<file path="src/hw/eth_port_regs.svh">
// register offsets, field positions, reset values and counts of the ethernet port block
`ifndef ETH_PORT_REGS_SVH
`define ETH_PORT_REGS_SVH
// ----------------------------------------------------------------------------
// register byte offsets
// ----------------------------------------------------------------------------
`define MAC_CONTROL_REG_OFS 8'h00
`define GLOBAL_CONTROL_REG_OFS 8'h04
`define MAC_FLOW_CONTROL_REG_OFS 8'h08
`define MAX_FRAME_SIZE_HIGH_OFS 8'h0c
`define MAX_FRAME_SIZE_LOW_OFS 8'h10
`define TX_RETRY_CONTROL_OFS 8'h14
`define RX_REJECT_CONTROL_OFS 8'h18
`define TX_FRAME_STATUS_LOW_OFS 8'h1c
`define TX_FRAME_STATUS_HIGH_OFS 8'h20
`define RX_FRAME_STATUS_BYTES_OFS 8'h24
`define PORT_STATUS_OFS 8'h28
// ----------------------------------------------------------------------------
// field positions
// ----------------------------------------------------------------------------
`define MCR_TX_ENABLE 0
`define MCR_RX_ENABLE 1
`define MCR_FULL_DUPLEX 2
`define GCR_AUTO_FLOW 0
`define GCR_JAM_ENABLE 1
`define FCR_PAUSE_SEND 0
`define TRC_DEFER_RESEND 8
`define TRC_HEARTBEAT_RESEND 9
`define TRC_NO_CARRIER_FLUSH 10
`define TFS_NO_CARRIER 1
`define RFS3_CONTROL 4
`define RFS3_UNSUPPORTED 5
// ----------------------------------------------------------------------------
// reset values and counts
// ----------------------------------------------------------------------------
`define GCR_RESET 2'h1
`define RFRC_RESET 6'h3f
`define MAX_FRAME_RESET 11'h7e0
`define MAX_FRAME_LIMIT 11'h7e0
`define JAM_BYTES 4
`define RUNT_BYTES 11'h040
`define HDR_BYTES 11'h012
`define PAUSE_TYPE 16'h8808
`define PAUSE_OPCODE 16'h0001
`define CRC_POLY 32'hedb88320
`define CRC_RESIDUE 32'hdebb20e3
`define CLK_HZ 10000000
`define RMII_REF_HZ 50000000
`define MII_REF_HZ 25000000
`define DCE_FAST_HZ 25000000
`define DCE_SLOW_HZ 2500000
`endif

</file>
<file path="src/hw/eth_port_pkg.sv">
// types shared by the ethernet port block
package eth_port_pkg;
  typedef enum logic [2:0] {
    RX_IDLE = 3'b001,
    RX_PRE = 3'b010,
    RX_DATA = 3'b100
  } rx_state_t;
  typedef enum logic [1:0] {
    JAM_OFF = 2'b01,
    JAM_ON = 2'b10
  } jam_state_t;
endpackage : eth_port_pkg

</file>
<file path="src/hw/ethernet_port_flow_and_frame_ctrl.sv">
// ethernet port: mii/rmii receive, jam and pause flow control, frame status and rejection
//
// Chosen here: register access over AXI4-Lite and the address map.
`timescale 1ns/10ps
`include "eth_port_regs.svh"
// Behaviour
// - jam first 4 bytes while queue high
// - frame in progress at crossing not jammed
// - keep jamming until queue falls below threshold
// - pause request bit sends pause, jam bit jams
// - control frames flag control, non-pause opcodes flag unsupported
// - reduced-pin mode: 8 signals, 50MHz reference
// - full mode: 12 signals, 25MHz reference
// - interface width follows select pin
// - dce full mode derives both port clocks
// - max frame size programmable up to 2047, reset 2016
// - length counts address through crc only
// - reject frames over the maximum size
// - status registers hold most recent frame
// - transmit status bits per transmit error
// - optional retransmit per error enable
// - no carrier with flush bit flushes queue
// - per-error receive rejection, reject by default
// - runts and collided frames always rejected
// - hostless: reject rx errors, retry tx errors
// - auto full duplex: pause per frame
// - overflow latches and blocks new frames
module ethernet_port_flow_and_frame_ctrl #(
  parameter int FAST_HALF_PERIOD = 1,
  parameter int SLOW_HALF_PERIOD = 10
) (
  // clock and reset
  input wire logic clk,
  input wire logic rst_n,
  // axi4-lite register slave
  input wire logic [7:0] awaddr,
  input wire logic awvalid,
  output logic awready,
  input wire logic [31:0] wdata,
  input wire logic [3:0] wstrb,
  input wire logic wvalid,
  output logic wready,
  output logic [1:0] bresp,
  output logic bvalid,
  input wire logic bready,
  input wire logic [7:0] araddr,
  input wire logic arvalid,
  output logic arready,
  output logic [31:0] rdata,
  output logic [1:0] rresp,
  output logic rvalid,
  input wire logic rready,
  // strap pins
  input wire logic hostlessModePin,
  input wire logic autoFlowPin,
  input wire logic duplexSelectPin,
  input wire logic interfaceWidthSelectPin,
  input wire logic portRoleSelectPin,
  // port pins
  input wire logic portReceiveClock,
  input wire logic portTransmitClock,
  input wire logic rxDv,
  input wire logic rxEr,
  input wire logic [3:0] rxd,
  input wire logic col,
  output logic portReceiveClockOut,
  output logic portTransmitClockOut,
  output logic portClockOe,
  output logic txJamEn,
  output logic [3:0] txd,
  // receive queue and packet processor
  input wire logic queueAboveHigh,
  input wire logic queueOverflow,
  input wire logic ppFrameDone,
  input wire logic [10:0] ppFrameLen,
  output logic ppFrameReject,
  output logic rxFrameAccept,
  output logic rxFrameReject,
  // transmit engine
  input wire logic txFrameDone,
  input wire logic [9:0] txErrors,
  output logic txRetry,
  output logic txQueueFlush,
  output logic pauseSend
);
  initial
  begin
    if (FAST_HALF_PERIOD < 1 || SLOW_HALF_PERIOD < FAST_HALF_PERIOD || SLOW_HALF_PERIOD > 255)
      $error("clock divider parameters out of range");
  end

  // ----------------------------------------------------------------------------
  // synchronisers
  // ----------------------------------------------------------------------------
  logic [11:0] syncA;
  logic [11:0] syncB;
  logic rxClkLast;
  logic txClkLast;
  // every pin passes two flops; only the second stage is read
  always_ff @(posedge clk or negedge rst_n)
  begin
    if (!rst_n)
    begin
      syncA <= 12'h000;
      syncB <= 12'h000;
      rxClkLast <= 1'b0;
      txClkLast <= 1'b0;
    end
    else
    begin
      syncA <= {hostlessModePin, autoFlowPin, duplexSelectPin, interfaceWidthSelectPin, portRoleSelectPin,
                portReceiveClock, portTransmitClock, rxDv, rxEr, col, rxd[1:0]};
      syncB <= syncA;
      rxClkLast <= syncB[6];
      txClkLast <= syncB[5];
    end
  end
  logic [3:0] rxdA;
  logic [3:0] rxdB;
  always_ff @(posedge clk or negedge rst_n)
  begin
    if (!rst_n)
    begin
      rxdA <= 4'h0;
      rxdB <= 4'h0;
    end
    else
    begin
      rxdA <= rxd;
      rxdB <= rxdA;
    end
  end
  wire hostless_mode_pin = syncB[11];
  wire rmiiMode = syncB[8]; // reduced pins when high
  wire dceMode = syncB[7];

  // ----------------------------------------------------------------------------
  // registers
  // ----------------------------------------------------------------------------
  logic [2:0] macControl;
  logic [1:0] globalControl;
  logic pauseReq;
  logic [10:0] maxFrame;
  logic [10:0] txRetryCtrl;
  logic [5:0] rxRejectCtrl;
  logic [9:0] txStatus;
  logic [31:0] rxStatus;
  logic overflowLatch;
  logic [7:0] wrAddr;
  logic [31:0] wrData;
  logic [3:0] wrStrb;
  logic haveAw;
  logic haveW;
  wire doWrite = haveAw && haveW && !bvalid;
  wire fullDuplex = hostless_mode_pin ? syncB[9] : macControl[`MCR_FULL_DUPLEX];
  wire autoFlow = hostless_mode_pin ? syncB[10] : globalControl[`GCR_AUTO_FLOW];
  wire macOn = hostless_mode_pin || (macControl[`MCR_TX_ENABLE] && macControl[`MCR_RX_ENABLE]);

  // byte-lane merge of a write into a stored word
  function automatic logic [31:0] merge(input logic [31:0] old, input logic [31:0] nv, input logic [3:0] st);
    for (int i = 0; i < 4; i++)
      if (st[i])
        old[i*8 +: 8] = nv[i*8 +: 8];
    return old;
  endfunction : merge

  // address phase and data phase are captured independently
  always_ff @(posedge clk or negedge rst_n)
  begin
    if (!rst_n)
    begin
      awready <= 1'b1;
      wready <= 1'b1;
      wrAddr <= 8'h00;
      wrData <= 32'h0;
      wrStrb <= 4'h0;
      bvalid <= 1'b0;
      bresp <= 2'b00;
    end
    else
    begin
      if (awvalid && awready)
      begin
        awready <= 1'b0;
        wrAddr <= awaddr;
      end
      if (wvalid && wready)
      begin
        wready <= 1'b0;
        wrData <= wdata;
        wrStrb <= wstrb;
      end
      if (doWrite)
      begin
        awready <= 1'b1;
        wready <= 1'b1;
        bvalid <= 1'b1;
        bresp <= (wrAddr > `PORT_STATUS_OFS || wrAddr[1:0] != 2'b00) ? 2'b10 : 2'b00;
      end
      else if (bvalid && bready)
        bvalid <= 1'b0;
    end
  end
  // readies are flops so every output leaves a register; the held flags follow them
  assign haveAw = !awready;
  assign haveW = !wready;

  logic pauseTaken;
  // software-written control registers
  always_ff @(posedge clk or negedge rst_n)
  begin
    if (!rst_n)
    begin
      macControl <= 3'h0;
      globalControl <= `GCR_RESET;
      pauseReq <= 1'b0;
      maxFrame <= `MAX_FRAME_RESET;
      txRetryCtrl <= 11'h000;
      rxRejectCtrl <= `RFRC_RESET;
    end
    else
    begin
      if (pauseTaken)
        pauseReq <= 1'b0;
      if (doWrite)
      begin
        if (wrAddr == `MAC_CONTROL_REG_OFS)
          macControl <= 3'(merge(32'(macControl), wrData, wrStrb));
        else if (wrAddr == `GLOBAL_CONTROL_REG_OFS)
          globalControl <= 2'(merge(32'(globalControl), wrData, wrStrb));
        else if (wrAddr == `MAC_FLOW_CONTROL_REG_OFS && wrStrb[0] && wrData[`FCR_PAUSE_SEND])
          pauseReq <= 1'b1;
        else if (wrAddr == `MAX_FRAME_SIZE_HIGH_OFS && wrStrb[0])
          maxFrame[10:8] <= wrData[2:0];
        else if (wrAddr == `MAX_FRAME_SIZE_LOW_OFS && wrStrb[0])
          maxFrame[7:0] <= wrData[7:0];
        else if (wrAddr == `TX_RETRY_CONTROL_OFS)
          txRetryCtrl <= 11'(merge(32'(txRetryCtrl), wrData, wrStrb));
        else if (wrAddr == `RX_REJECT_CONTROL_OFS)
          rxRejectCtrl <= 6'(merge(32'(rxRejectCtrl), wrData, wrStrb));
      end
    end
  end

  // read channel answers one cycle after the address is taken
  always_ff @(posedge clk or negedge rst_n)
  begin
    if (!rst_n)
    begin
      rvalid <= 1'b0;
      arready <= 1'b1;
      rdata <= 32'h0;
      rresp <= 2'b00;
    end
    else if (arvalid && arready)
    begin
      rvalid <= 1'b1;
      arready <= 1'b0;
      rresp <= 2'b00;
      if (araddr == `MAC_CONTROL_REG_OFS)
        rdata <= 32'(macControl);
      else if (araddr == `GLOBAL_CONTROL_REG_OFS)
        rdata <= 32'(globalControl);
      else if (araddr == `MAC_FLOW_CONTROL_REG_OFS)
        rdata <= 32'(pauseReq);
      else if (araddr == `MAX_FRAME_SIZE_HIGH_OFS)
        rdata <= 32'(maxFrame[10:8]);
      else if (araddr == `MAX_FRAME_SIZE_LOW_OFS)
        rdata <= 32'(maxFrame[7:0]);
      else if (araddr == `TX_RETRY_CONTROL_OFS)
        rdata <= 32'(txRetryCtrl);
      else if (araddr == `RX_REJECT_CONTROL_OFS)
        rdata <= 32'(rxRejectCtrl);
      else if (araddr == `TX_FRAME_STATUS_LOW_OFS)
        rdata <= 32'(txStatus[7:0]);
      else if (araddr == `TX_FRAME_STATUS_HIGH_OFS)
        rdata <= 32'(txStatus[9:8]);
      else if (araddr == `RX_FRAME_STATUS_BYTES_OFS)
        rdata <= rxStatus;
      else if (araddr == `PORT_STATUS_OFS)
        rdata <= {26'h0, dceMode, rmiiMode, fullDuplex, hostless_mode_pin, queueAboveHigh, overflowLatch};
      else
      begin
        rdata <= 32'h0;
        rresp <= 2'b10;
      end
    end
    else if (rvalid && rready)
    begin
      rvalid <= 1'b0;
      arready <= 1'b1;
    end
  end

  // ----------------------------------------------------------------------------
  // port clocks
  // ----------------------------------------------------------------------------
  logic [7:0] divCount;
  wire [7:0] halfPeriod = fullDuplex ? 8'(FAST_HALF_PERIOD) : 8'(SLOW_HALF_PERIOD);
  // dce drives both clocks from one divider; the fast/slow ratio stands for 25MHz/2.5MHz
  always_ff @(posedge clk or negedge rst_n)
  begin
    if (!rst_n)
    begin
      divCount <= 8'h00;
      portReceiveClockOut <= 1'b0;
      portTransmitClockOut <= 1'b0;
      portClockOe <= 1'b0;
    end
    else
    begin
      portClockOe <= dceMode; // dte leaves the clocks to the phy
      if (divCount + 8'h01 >= halfPeriod)
      begin
        divCount <= 8'h00;
        portReceiveClockOut <= !portReceiveClockOut;
        portTransmitClockOut <= !portTransmitClockOut;
      end
      else
        divCount <= divCount + 8'h01;
    end
  end
  wire dceRise = divCount + 8'h01 >= halfPeriod && !portReceiveClockOut;
  wire rxTick = dceMode ? dceRise : (syncB[6] && !rxClkLast);
  wire txTick = dceMode ? dceRise : (syncB[5] && !txClkLast);

  // ----------------------------------------------------------------------------
  // receive framing, length and crc
  // ----------------------------------------------------------------------------
  eth_port_pkg::rx_state_t rxState;
  logic [7:0] shiftByte;
  logic [1:0] symCount;
  logic [10:0] byteCount;
  logic [31:0] crc;
  logic [15:0] typeField;
  logic [15:0] opField;
  logic sawEr;
  logic sawCol;
  logic frameEnd;

  function automatic logic [31:0] crcByte(input logic [31:0] c, input logic [7:0] b);
    c = c ^ {24'h0, b};
    for (int i = 0; i < 8; i++)
      c = c[0] ? ((c >> 1) ^ `CRC_POLY) : (c >> 1);
    return c;
  endfunction : crcByte

  wire [1:0] lastSym = rmiiMode ? 2'd3 : 2'd1; // four dibits or two nibbles a byte
  wire [7:0] nextByte = rmiiMode ? {rxdB[1:0], shiftByte[7:2]} : {rxdB, shiftByte[7:4]};
  wire sfdSeen = rmiiMode ? (rxdB[1:0] == 2'b11) : (rxdB == 4'hd);

  // the byte counter starts after the delimiter, so preamble never counts
  always_ff @(posedge clk or negedge rst_n)
  begin
    if (!rst_n)
    begin
      rxState <= eth_port_pkg::RX_IDLE;
      shiftByte <= 8'h00;
      symCount <= 2'd0;
      byteCount <= 11'h000;
      crc <= 32'hffffffff;
      typeField <= 16'h0;
      opField <= 16'h0;
      sawEr <= 1'b0;
      sawCol <= 1'b0;
      frameEnd <= 1'b0;
    end
    else
    begin
      frameEnd <= 1'b0;
      // a dropped data valid ends the frame even when the link clock has stopped
      if (rxTick || (rxState == eth_port_pkg::RX_DATA && !syncB[4]))
      begin
        case (rxState)
          eth_port_pkg::RX_IDLE:
            if (syncB[4] && macOn && !overflowLatch)
            begin
              rxState <= eth_port_pkg::RX_PRE;
              sawEr <= 1'b0;
              sawCol <= 1'b0;
            end
          eth_port_pkg::RX_PRE:
            if (!syncB[4])
              rxState <= eth_port_pkg::RX_IDLE;
            else if (sfdSeen)
            begin
              rxState <= eth_port_pkg::RX_DATA;
              symCount <= 2'd0;
              byteCount <= 11'h000;
              crc <= 32'hffffffff;
            end
          eth_port_pkg::RX_DATA:
            if (!syncB[4])
            begin
              rxState <= eth_port_pkg::RX_IDLE;
              frameEnd <= 1'b1;
            end
            else
            begin
              sawEr <= sawEr | syncB[3];
              sawCol <= sawCol | syncB[2];
              shiftByte <= nextByte;
              symCount <= (symCount == lastSym) ? 2'd0 : symCount + 2'd1;
              if (symCount == lastSym)
              begin
                crc <= crcByte(crc, nextByte);
                if (byteCount != 11'h7ff)
                  byteCount <= byteCount + 11'h001;
                if (byteCount == 11'd12 || byteCount == 11'd13)
                  typeField <= {typeField[7:0], nextByte};
                if (byteCount == 11'd14 || byteCount == 11'd15)
                  opField <= {opField[7:0], nextByte};
              end
            end
          default:
            rxState <= eth_port_pkg::RX_IDLE;
        endcase
      end
    end
  end

  // error set of the closing frame: er, dribble, crc, length, control, unsupported
  wire isControl = typeField == `PAUSE_TYPE;
  wire [5:0] rxErr = {isControl && opField != `PAUSE_OPCODE, isControl && fullDuplex,
                      typeField <= 16'd1500 && typeField > byteCount - `HDR_BYTES,
                      crc != `CRC_RESIDUE, symCount != 2'd0, sawEr};
  wire [5:0] rejectMask = hostless_mode_pin ? 6'h3f : rxRejectCtrl;
  wire tooLong = byteCount > maxFrame; // byte compare equals the bit limit of size times 8
  wire runt = byteCount < `RUNT_BYTES;
  wire rejectNow = |(rxErr & rejectMask) || tooLong || runt || sawCol;

  // most recent frame overwrites the receive status and is judged once
  always_ff @(posedge clk or negedge rst_n)
  begin
    if (!rst_n)
    begin
      rxStatus <= 32'h0;
      rxFrameAccept <= 1'b0;
      rxFrameReject <= 1'b0;
      ppFrameReject <= 1'b0;
    end
    else
    begin
      rxFrameAccept <= frameEnd && !rejectNow;
      rxFrameReject <= frameEnd && rejectNow;
      ppFrameReject <= ppFrameDone && ppFrameLen > maxFrame;
      if (frameEnd)
        rxStatus <= {2'b00, isControl && opField != `PAUSE_OPCODE, isControl, 1'b0, tooLong, runt, sawCol,
                     2'b00, rxErr, 5'h00, byteCount};
    end
  end

  // ----------------------------------------------------------------------------
  // overflow, jam and pause
  // ----------------------------------------------------------------------------
  // the set wins over a clear in the same cycle
  always_ff @(posedge clk or negedge rst_n)
  begin
    if (!rst_n)
      overflowLatch <= 1'b0;
    else if (queueOverflow)
      overflowLatch <= 1'b1;
    else if (doWrite && wrAddr == `PORT_STATUS_OFS && wrStrb[0] && wrData[0])
      overflowLatch <= 1'b0;
  end

  eth_port_pkg::jam_state_t jamState;
  logic [4:0] jamCount;
  wire jamWanted = !fullDuplex && (autoFlow ? queueAboveHigh : globalControl[`GCR_JAM_ENABLE]);
  wire frameStart = rxTick && rxState == eth_port_pkg::RX_IDLE && syncB[4] && macOn;
  wire [4:0] jamSyms = rmiiMode ? 5'(`JAM_BYTES * 4) : 5'(`JAM_BYTES * 2);
  // decision taken only at a frame's first symbol, so a frame already running is spared
  always_ff @(posedge clk or negedge rst_n)
  begin
    if (!rst_n)
    begin
      jamState <= eth_port_pkg::JAM_OFF;
      jamCount <= 5'h00;
      txJamEn <= 1'b0;
      txd <= 4'h0;
    end
    else
    begin
      case (jamState)
        eth_port_pkg::JAM_OFF:
          if (frameStart && jamWanted) // every new frame while high
          begin
            jamState <= eth_port_pkg::JAM_ON;
            jamCount <= 5'h00;
          end
        eth_port_pkg::JAM_ON:
          if (txTick)
          begin
            txJamEn <= 1'b1; // looks like a plain collision to the sender
            txd <= 4'h5;
            jamCount <= jamCount + 5'h01;
            if (jamCount == jamSyms)
            begin
              jamState <= eth_port_pkg::JAM_OFF;
              txJamEn <= 1'b0;
              txd <= 4'h0;
            end
          end
        default:
          jamState <= eth_port_pkg::JAM_OFF;
      endcase
    end
  end

  assign pauseTaken = pauseReq && !autoFlow;
  // automatic pause is one request per frame seen while the queue is high
  always_ff @(posedge clk or negedge rst_n)
  begin
    if (!rst_n)
      pauseSend <= 1'b0;
    else
      pauseSend <= (autoFlow && fullDuplex && frameEnd && queueAboveHigh) || pauseTaken;
  end

  // ----------------------------------------------------------------------------
  // transmit status, retry and flush
  // ----------------------------------------------------------------------------
  wire [9:0] retryMask = hostless_mode_pin ? 10'h3ff : {txRetryCtrl[`TRC_HEARTBEAT_RESEND], txRetryCtrl[`TRC_DEFER_RESEND],
                                             txRetryCtrl[7:0]};
  always_ff @(posedge clk or negedge rst_n)
  begin
    if (!rst_n)
    begin
      txStatus <= 10'h000;
      txRetry <= 1'b0;
      txQueueFlush <= 1'b0;
    end
    else
    begin
      txRetry <= txFrameDone && |(txErrors & retryMask);
      txQueueFlush <= txFrameDone && txErrors[`TFS_NO_CARRIER] && txRetryCtrl[`TRC_NO_CARRIER_FLUSH];
      if (txFrameDone)
        txStatus <= txErrors;
    end
  end
endmodule : ethernet_port_flow_and_frame_ctrl

</file>
<file path="config.mk">
export PLATFORM = sky130hd
export DESIGN_NAME = ethernet_port_flow_and_frame_ctrl
export DESIGN_NICKNAME = d
export VERILOG_FILES = /design/src/hw/eth_port_pkg.sv /design/src/hw/ethernet_port_flow_and_frame_ctrl.sv
export VERILOG_INCLUDE_DIRS = /design/src /design/src/hw
export SDC_FILE = /design/constraint.sdc
export NUM_CORES = 1
export LEC_CHECK = 0
export ABC_CLOCK_PERIOD_IN_PS = 4900
export BUFFER_PORTS_ARGS = -buffer_cell sky130_fd_sc_hd__clkbuf_2
export CORE_MARGIN = 1
export CORE_UTILIZATION = 30
export DETAILED_ROUTE_END_ITERATION = 16
export PLACE_DENSITY = 0.53
export SETUP_SLACK_MARGIN = 0.5
export SLEW_MARGIN = 20
export SYNTH_ARGS = -nofsm -noshare
export SYNTH_HDL_FRONTEND = slang
export SYNTH_SLANG_ARGS = --single-unit
export TNS_END_PERCENT = 100
</file>
<file path="constraint.sdc">
create_clock -name clk -period 4.9 [get_ports clk]
set_input_delay 0.245 -clock clk [delete_from_list [all_inputs] [get_ports clk]]
set_output_delay 0.245 -clock clk [all_outputs]
set_load 0.03 [all_outputs]
</file>
==> flow_summary.toml, run 1 <==
[layout]
fin_util_pct = 36.9
drive_above_1_share_pct = 26.4
fin_nets = 1503
n_fill_cell = 4280
antenna_cells = 0
area_delta_synth_final_pct = 21.0

[synthesis]
synth-async-reset-ratio_pct = 100
netlist-cell-type-count = 82
synth_top_cell_area_share_pct = 39.8
synth.area.top_cells = "dfrtp_1 (40%), dfstp_2 (10%), mux2_2 (8.0%)"
synth-seq-area-share_pct = 49.7
ys_warn_count = 0
postSynthAreaPerCell_um2 = 11.1
syn_inst = 1182
synth_edf_count = 0
synthFlopType = "dfrtp_1"
synth-seq-cells = 259
syn_area_mm2 = 0.0132
yosysTopAreaCell = "dfrtp_1"

[clock_tree]
root_buffer = "clkbuf_16"
clk_path_buf_depth = 3
clk_pin_slew_ns = 0.06
htree_levels = 1
clkLatencyLatePin_ns = 0.57
post-cts-setup-buffers = 0
cts-resized-gates = 0
cts_hold_buf = 55
cts_tree = "done"
cts_buffers = 31
clock-sinks = 259

[critical_path]
rr_startpoint = "syncB[11]"
critical_path_buf_inv_count = 0
rr_endpoint = "opField[15]"
start_kind = "flip-flop"
crit_arrival_ns = 4.03
startpoint = "syncB[11]"
ff2ff_path_depth = 7
endpoint_kind = "flip-flop"
crit_path_max_incr_delay_ns = 0.82
reg2reg_slack_ns = 1.31
setup.worst_path.class = "reg2reg"
crit_required_ns = 5.34
worstPathCellList = "mux2_2 -> ha_1 -> a41oi_1 -> o2111ai_1 -> o21a_1 -> o2111ai_2 -> mux2_2"
critPathMaxFanout = 24
path_delay_family = "compound AO/OA/AOI/OAI gates"
critPathMostFrequentCell = "mux2_2"
cpMaxStageDelayCell = "o2111ai_2"

[sta]
drv_slew = 0
tightest_slew_ns = 0.995
fin_crit_sh_pct = 73.2
finalSetupViolCount = 0
max-slew-margin-rel_pct = 33.7
setup_tns_ns = 0
hold_viol = 0
rsz0062_at_grt = "false"
fin_skew_ns = 0.0233
fin_crit_ns = 3.59
fmax_ghz = 0.279

[pwr]
power_density_mw_per_mm2 = 367
p_comb_share_pct = 14.8
p_int_mw = 4.20
p_leak_nw = 7.00
peakVddDrop_uv = 256
power_frac_clock_pct = 40.9
switchingPower_mw = 1.64
switching_share_pct = 28.0
p_seq_share_pct = 44.3

[global_route]
grtUsageTotal_pct = 15.4
grt_max_degree = 132
grt_pass1_vias = 9555
grt_pass1_wl_mm = 54.2
antenna_found_initial = 0
grt-ovfl-total = 0

[outcome]
status = "completed"

[placed_design]
hpwlAfterDp_mm = 24.4
gp_congestion = 0.885
io_buffers = 115

[worst_hold_path]
worstHoldPathCells = 4
worstHoldStart = "ppFrameLen[10]"
holdPathEnd = "ppFrameReject"
hold_class = "in2reg"

[routing]
wl_per_cell_um = 17.3
via_per_inst = 4.81
drt_iter0_drc = 636
wirelength_mm = 34.0
via_count = 9453
drcViolationCount = 0
dr.pass1.iters = 4
final_antenna_net_count = 0

[floorplanning]
ioPinCount = 153
core_mm2 = 0.0432
rows = 76
die_area_mm2 = 0.0447
fp.dieW_um = 211
die_y_um = 211
start_util_pct = 30.5

[run]
drv_cap = 0
-- tightest hold or removal path: stages --
cell and delay, ns:
clkbuf_2 0.08, ha_1 0.13, a21oi_1 0.04, a21oi_1 0.14
-- per-stage QoR --
stage	cell area, um2	instances	total power [mW]	setup WS [ns]	hold WS (ns)
floorplan	13200	1199	3.13	1.86	-0.0506
global placement	14300	1851	3.43	1.31	0.290
detailed placement	14300	1851	3.46	1.24	0.306
CTS	15900	1964	5.93	1.22	0.0779
global route	15900	1964	6.12	0.994	0.0935
finish	15900	1964	5.84	1.31	0.104
-- placed cells by master, fill, tap and decap left out, types with 6 or more instances in the layout --
master,netlist,final
a211oi_1,6,6
a21o_1,12,12
a21oi_1,84,84
a22o_1,10,10
a22oi_1,15,15
a31oi_1,7,7
and3_1,9,9
buf_4,17,8
clkbuf_1,28,7
clkbuf_16,0,31
clkbuf_2,0,114
conb_1,1,18
dfrtp_1,209,208
dfstp_2,50,50
dlygate4sd3_1,0,55
ha_1,51,51
inv_1,44,44
mux2_2,93,93
mux2i_1,8,8
nand2_1,86,86
nand2b_1,8,8
nand3_1,22,22
nand4_1,14,14
nor2_1,83,83
nor2b_1,10,10
nor3_1,7,7
nor4_1,14,14
o21a_1,7,7
o21ai_0,67,67
o22ai_1,8,8
o31ai_1,7,7
or2_2,7,7
or3_1,7,7
xnor2_1,54,54
xnor2_2,11,11
xnor2_4,6,6
xor2_1,15,15
-- synthesized netlist by cell type, drive strengths merged, types with 6 or more instances --
master and instances:
dfrtp 209, mux2 97, a21oi 86, nand2 86, nor2 83, xnor2 71, o21ai 69, ha 51
dfstp 50, inv 44, buf 29, clkbuf 28, nand3 22, xor2 17, a22oi 15, nor4 15
mux2i 14, nand4 14, a21o 12, a22o 10, nor2b 10, and3 9, nand2b 8, o22ai 8
or2 8, a31oi 7, nor3 7, o21a 7, o31ai 7, or3 7, a211oi 6, and2 6
or4 6
-- power groups by stage --
stage / logic, mW / clock network [mW] / registers [mW]
after floorplan: 0.529 / 0 / 2.60
after global placement: 0.817 / 0 / 2.62
after detailed placement: 0.833 / 0 / 2.62
after CTS: 0.873 / 2.47 / 2.59
after global routing: 0.960 / 2.54 / 2.62
final: 0.866 / 2.39 / 2.59
-- worst max-delay path by stage --
stage,endpoint,slack [ns],cells after the start
after floorplan,rxFrameReject,1.86,11
after global placement,crc[3],1.31,10
after detailed placement,crc[29],1.24,10
after CTS,crc[29],1.22,10
after global routing,opField[15],0.99,7
final,opField[15],1.31,7
-- cell families after synthesis --
logic type               synth area share (%)
AO/OA/AOI/OAI                            12.7
XOR/XNOR                                 7.46
adder cells (fa/ha/maj)                  4.85
buffers and inverters                    3.66
flip-flops                               49.7
multiplexers                             9.74
other                                  0.0285
AND/OR/NAND/NOR                          11.8
-- cell type report --
| class | count | area, um2 | share of cell area (%) |
|---|---|---|---|
| Inverter | 44 | 165 | 1.04 |
| Clock inverter | 15 | 196 | 1.23 |
| Tap cell | 585 | 732 | 4.60 |
| Timing Repair Buffer | 179 | 1220 | 7.64 |
| Sequential cell | 259 | 6550 | 41.1 |
| Multi-Input combinational cell | 839 | 6190 | 38.9 |
| Clock buffer | 43 | 871 | 5.47 |
-- flip-flops by register name, indices dropped and copies added, names as in the netlist, 3 cells and up --
name / cells
crc: 32
rdata: 21
rxStatus: 21
opField: 16
typeField: 16
byteCount: 11
maxFrame: 11
txRetryCtrl: 11
wrData: 11
syncA: 10
syncB: 10
txStatus: 10
divCount: 8
wrAddr: 8
rxRejectCtrl: 6
shiftByte: 6
jamCount: 5
rxdA: 4
rxdB: 4
macControl: 3
rxState: 3
-- metal layers --
| metal | track usage, % | routed length [um] | share of wire [%] | vias up |
|---|---|---|---|---|
| met3 | 2.03 | 1610 | 4.7 | 51 |
| li1 | - | - | - | 4559 |
| met1 | 23.7 | 17000 | 50 | 4604 |
| met5 | 0 | 0 | 0 | - |
| met4 | 4.30 | 686 | 2.0 | 0 |
| met2 | 22.4 | 14700 | 43 | 239 |
(Power assumes the default switching activity.)
==> run 2: changes to the inputs <==
--- a/config.mk
+++ b/config.mk
@@ -6,12 +6,13 @@
 export SDC_FILE = /design/constraint.sdc
 export NUM_CORES = 1
 export LEC_CHECK = 0
-export ABC_CLOCK_PERIOD_IN_PS = 4900
+export ABC_AREA = 1
+export ABC_CLOCK_PERIOD_IN_PS = 3500
 export BUFFER_PORTS_ARGS = -buffer_cell sky130_fd_sc_hd__clkbuf_2
 export CORE_MARGIN = 1
 export CORE_UTILIZATION = 30
 export DETAILED_ROUTE_END_ITERATION = 16
-export PLACE_DENSITY = 0.53
+export PLACE_DENSITY = 0.52
 export SETUP_SLACK_MARGIN = 0.5
 export SLEW_MARGIN = 20
 export SYNTH_ARGS = -nofsm -noshare
==> constraint.sdc (replaced) <==
create_clock -name clk -period 3.5 [get_ports clk]
set_input_delay 0.175 -clock clk [delete_from_list [all_inputs] [get_ports clk]]
set_output_delay 0.175 -clock clk [all_outputs]
set_load 0.03 [all_outputs]
==> flow_summary.toml, run 2 <==
[synthesis]
syn_area_mm2 = 0.0141
netlist-cell-type-count = 55
synthFlopType = "dfrtp_1"
synth_top_cell_area_share_pct = 37.1
postSynthAreaPerCell_um2 = 7.83
ys_warn_count = 0
syn_inst = 1800
synth.area.top_cells = "dfrtp_1 (37%), nand2_1 (16%), dfstp_2 (9.3%)"
synth-async-reset-ratio_pct = 100
netlist_top_cells_count = "nand2_1 (605), dfrtp_1 (209), inv_1 (171), nor2_1 (128), o21ai_0 (119)"
yosysTopAreaCell = "dfrtp_1"
synth_edf_count = 0
synth-seq-cells = 259
yosysMostFrequentCell = "nand2_1"
synth-seq-area-share_pct = 46.4

[sta]
setup_tns_ns = 0
max-slew-margin-rel_pct = 39.7
fin_skew_ns = 0.0105
hold_viol = 0
rsz0062_at_grt = "true"
drv_slew = 0
finalSetupViolCount = 0
fin_crit_sh_pct = 77.7
fmax_ghz = 0.368
tightest_slew_ns = 0.903
fin_crit_ns = 2.72
hold_ws_ns = 0.0378

[floorplanning]
ioPinCount = 153
die_area_mm2 = 0.0478
die_y_um = 219
fp.dieW_um = 219
start_util_pct = 30.3
rows = 79
core_mm2 = 0.0465

[clock_tree]
cts_buffers = 30
clk_pin_slew_ns = 0.06
clkLatencyLatePin_ns = 0.57
root_buffer = "clkbuf_16"
clk_path_buf_depth = 3
clock-sinks = 259
cts_tree = "done"
htree_levels = 1

[global_route]
grt_pass1_wl_mm = 64.3
grtUsageTotal_pct = 16.9
grt_max_degree = 87
antenna_found_initial = 1
grt-ovfl-total = 0
grt_pass1_vias = 11913

[critical_path]
startpoint = "syncB[11]"
setup.worst_path.class = "reg2reg"
endpoint_kind = "flip-flop"
cp-endpoint = "jamCount[1]"
ff2ff_path_depth = 19
start_kind = "flip-flop"
reg2reg_slack_ns = 0.78
rr_endpoint = "jamCount[1]"
critPathMostFrequentCell = "nand2_1"
crit_arrival_ns = 3.16
crit_required_ns = 3.94
cpMaxStageDelayCell = "dfrtp_1"
worstPathCellList = "inv_1 -> nand2_1 -> and2_1 -> inv_1 -> ha_1 -> inv_1 -> nand2_1 -> nand2_1 -> nand2_1 -> nand2_1 -> nand2_1 -> nor2_1 -> nand2_4 -> nand3_2 -> nand2_4 -> nand2_1 -> nand2_1 -> nand2_1 -> o21ai_0"
rr_startpoint = "syncB[11]"
critPathMaxFanout = 9
crit_path_max_incr_delay_ns = 0.41

[layout]
area_delta_synth_final_pct = 19.7
drive_above_1_share_pct = 14.0
n_fill_cell = 4845
multiInputGateArea_mm2 = 0.00655
mostFrequentLayoutCells = "nand2_1 (605), dfrtp_1 (207), inv_1 (171)"
final-instance-count-excl-fill = 2596
mostFrequentLayoutCell = "nand2_1"
largest_reg_flops = 32
top_regs = "crc x32, rdata x21, rxStatus x21"
fin_nets = 2114
regMostFlops = "crc"
antenna_cells = 0
seq_area_mm2 = 0.00655
fin_area_mm2 = 0.0169
fin_util_pct = 36.3

[placed_design]
io_buffers = 115
gp_congestion = 0.873
placed_cells = 2484
hpwlAfterDp_mm = 28.5
dpl_cell_area_mm2 = 0.0152

[pwr]
p_leak_nw = 8.25
power_density_mw_per_mm2 = 614
p_comb_share_pct = 30.0
p_seq_share_pct = 37.8
switchingPower_mw = 3.75
peakVddDrop_uv = 421
p_int_mw = 6.62
switching_share_pct = 36.1
power_frac_clock_pct = 32.2

[routing]
via_per_inst = 4.72
final_antenna_net_count = 0
via_count = 12264
drcViolationCount = 0
wirelength_mm = 39.8
wl_per_cell_um = 15.3
dr.pass1.iters = 5
drt_iter0_drc = 872

[run]
drv_cap = 0

[worst_hold_path]
worstHoldStart = "txFrameDone"
hold_class = "in2reg"
worstHoldPathCells = 3

[outcome]
status = "completed"
-- run 2: final cells by class --
cell class | count | area share (%)
Clock buffer | 45 | 5.32
Timing Repair Buffer | 186 | 7.59
Multi-Input combinational cell | 1313 | 38.8
Tap cell | 607 | 4.50
Sequential cell | 259 | 38.8
Clock inverter | 11 | 1.02
Inverter | 175 | 4.00
-- run 2: power groups by stage --
stage	Combinational [mW]	Clock [mW]	Sequential, mW
floorplan	2.14	0	3.98
global placement	2.99	0	3.96
detailed placement	3.04	0	3.97
CTS	3.10	3.43	3.92
global route	3.55	3.56	3.98
finish	3.11	3.33	3.92
-- run 2: cell families after synthesis --
logic type,after synthesis,share of synthesized area [%]
flops,259,46.4
mux,5,0.400
compound gates,227,8.75
fa+ha+maj,51,4.53
xor+xnor,39,2.52
buf+inv,246,7.67
other cells,1,0.0266
simple gates,972,29.7
-- run 2: how the worst min path moves through the flow --
stage | slack (ns) | end
floorplan | -0.12 | bresp[1]
global placement | 0.22 | wrAddr[7]
detailed placement | 0.23 | wrAddr[7]
CTS | 0.02 | txStatus[5]
global route | 0.07 | txRetry
finish | 0.04 | txStatus[5]
-- run 2: metal layers --
| layer | vias up | global-route usage (%) | share of wire (%) |
|---|---|---|---|
| met5 | - | 0 | 0 |
| met4 | 0 | 4.42 | 2.5 |
| met3 | 71 | 2.89 | 5.2 |
| met2 | 264 | 25.7 | 43 |
| met1 | 5776 | 24.5 | 49 |
| li1 | 6153 | - | - |
-- run 2: timing repair --
| action | in CTS | in global routing |
|---|---|---|
| gates cloned | 0 | 1 |
| resized for setup | 1 | 8 |
| hold buffers | 53 | 0 |
| endpoints found under the setup margin | 23 | 33 |
| hold endpoints to repair | 126 | 0 |
| pin swaps | 0 | 0 |
| buffers inserted | 0 | 2 |
-- run 2: stage by stage --
stage / setup WS (ns) / power, mW
detailed placement: 0.425 / 7.01
CTS: 0.542 / 10.4
floorplan: 1.07 / 6.12
finish: 0.782 / 10.4
global placement: 0.442 / 6.94
global route: 0.491 / 11.1
-- run 2: critical path: cells and delay by family, from the launching register on --
| kind | cells | cell delay, ns |
|---|---|---|
| and+or+nand+nor | 14 | 1.47 |
| DFF | 1 | 0.41 |
| buffers and inverters | 3 | 0.37 |
| adders and majority gates | 1 | 0.24 |
| AOI/OAI and AO/OA | 1 | 0.09 |
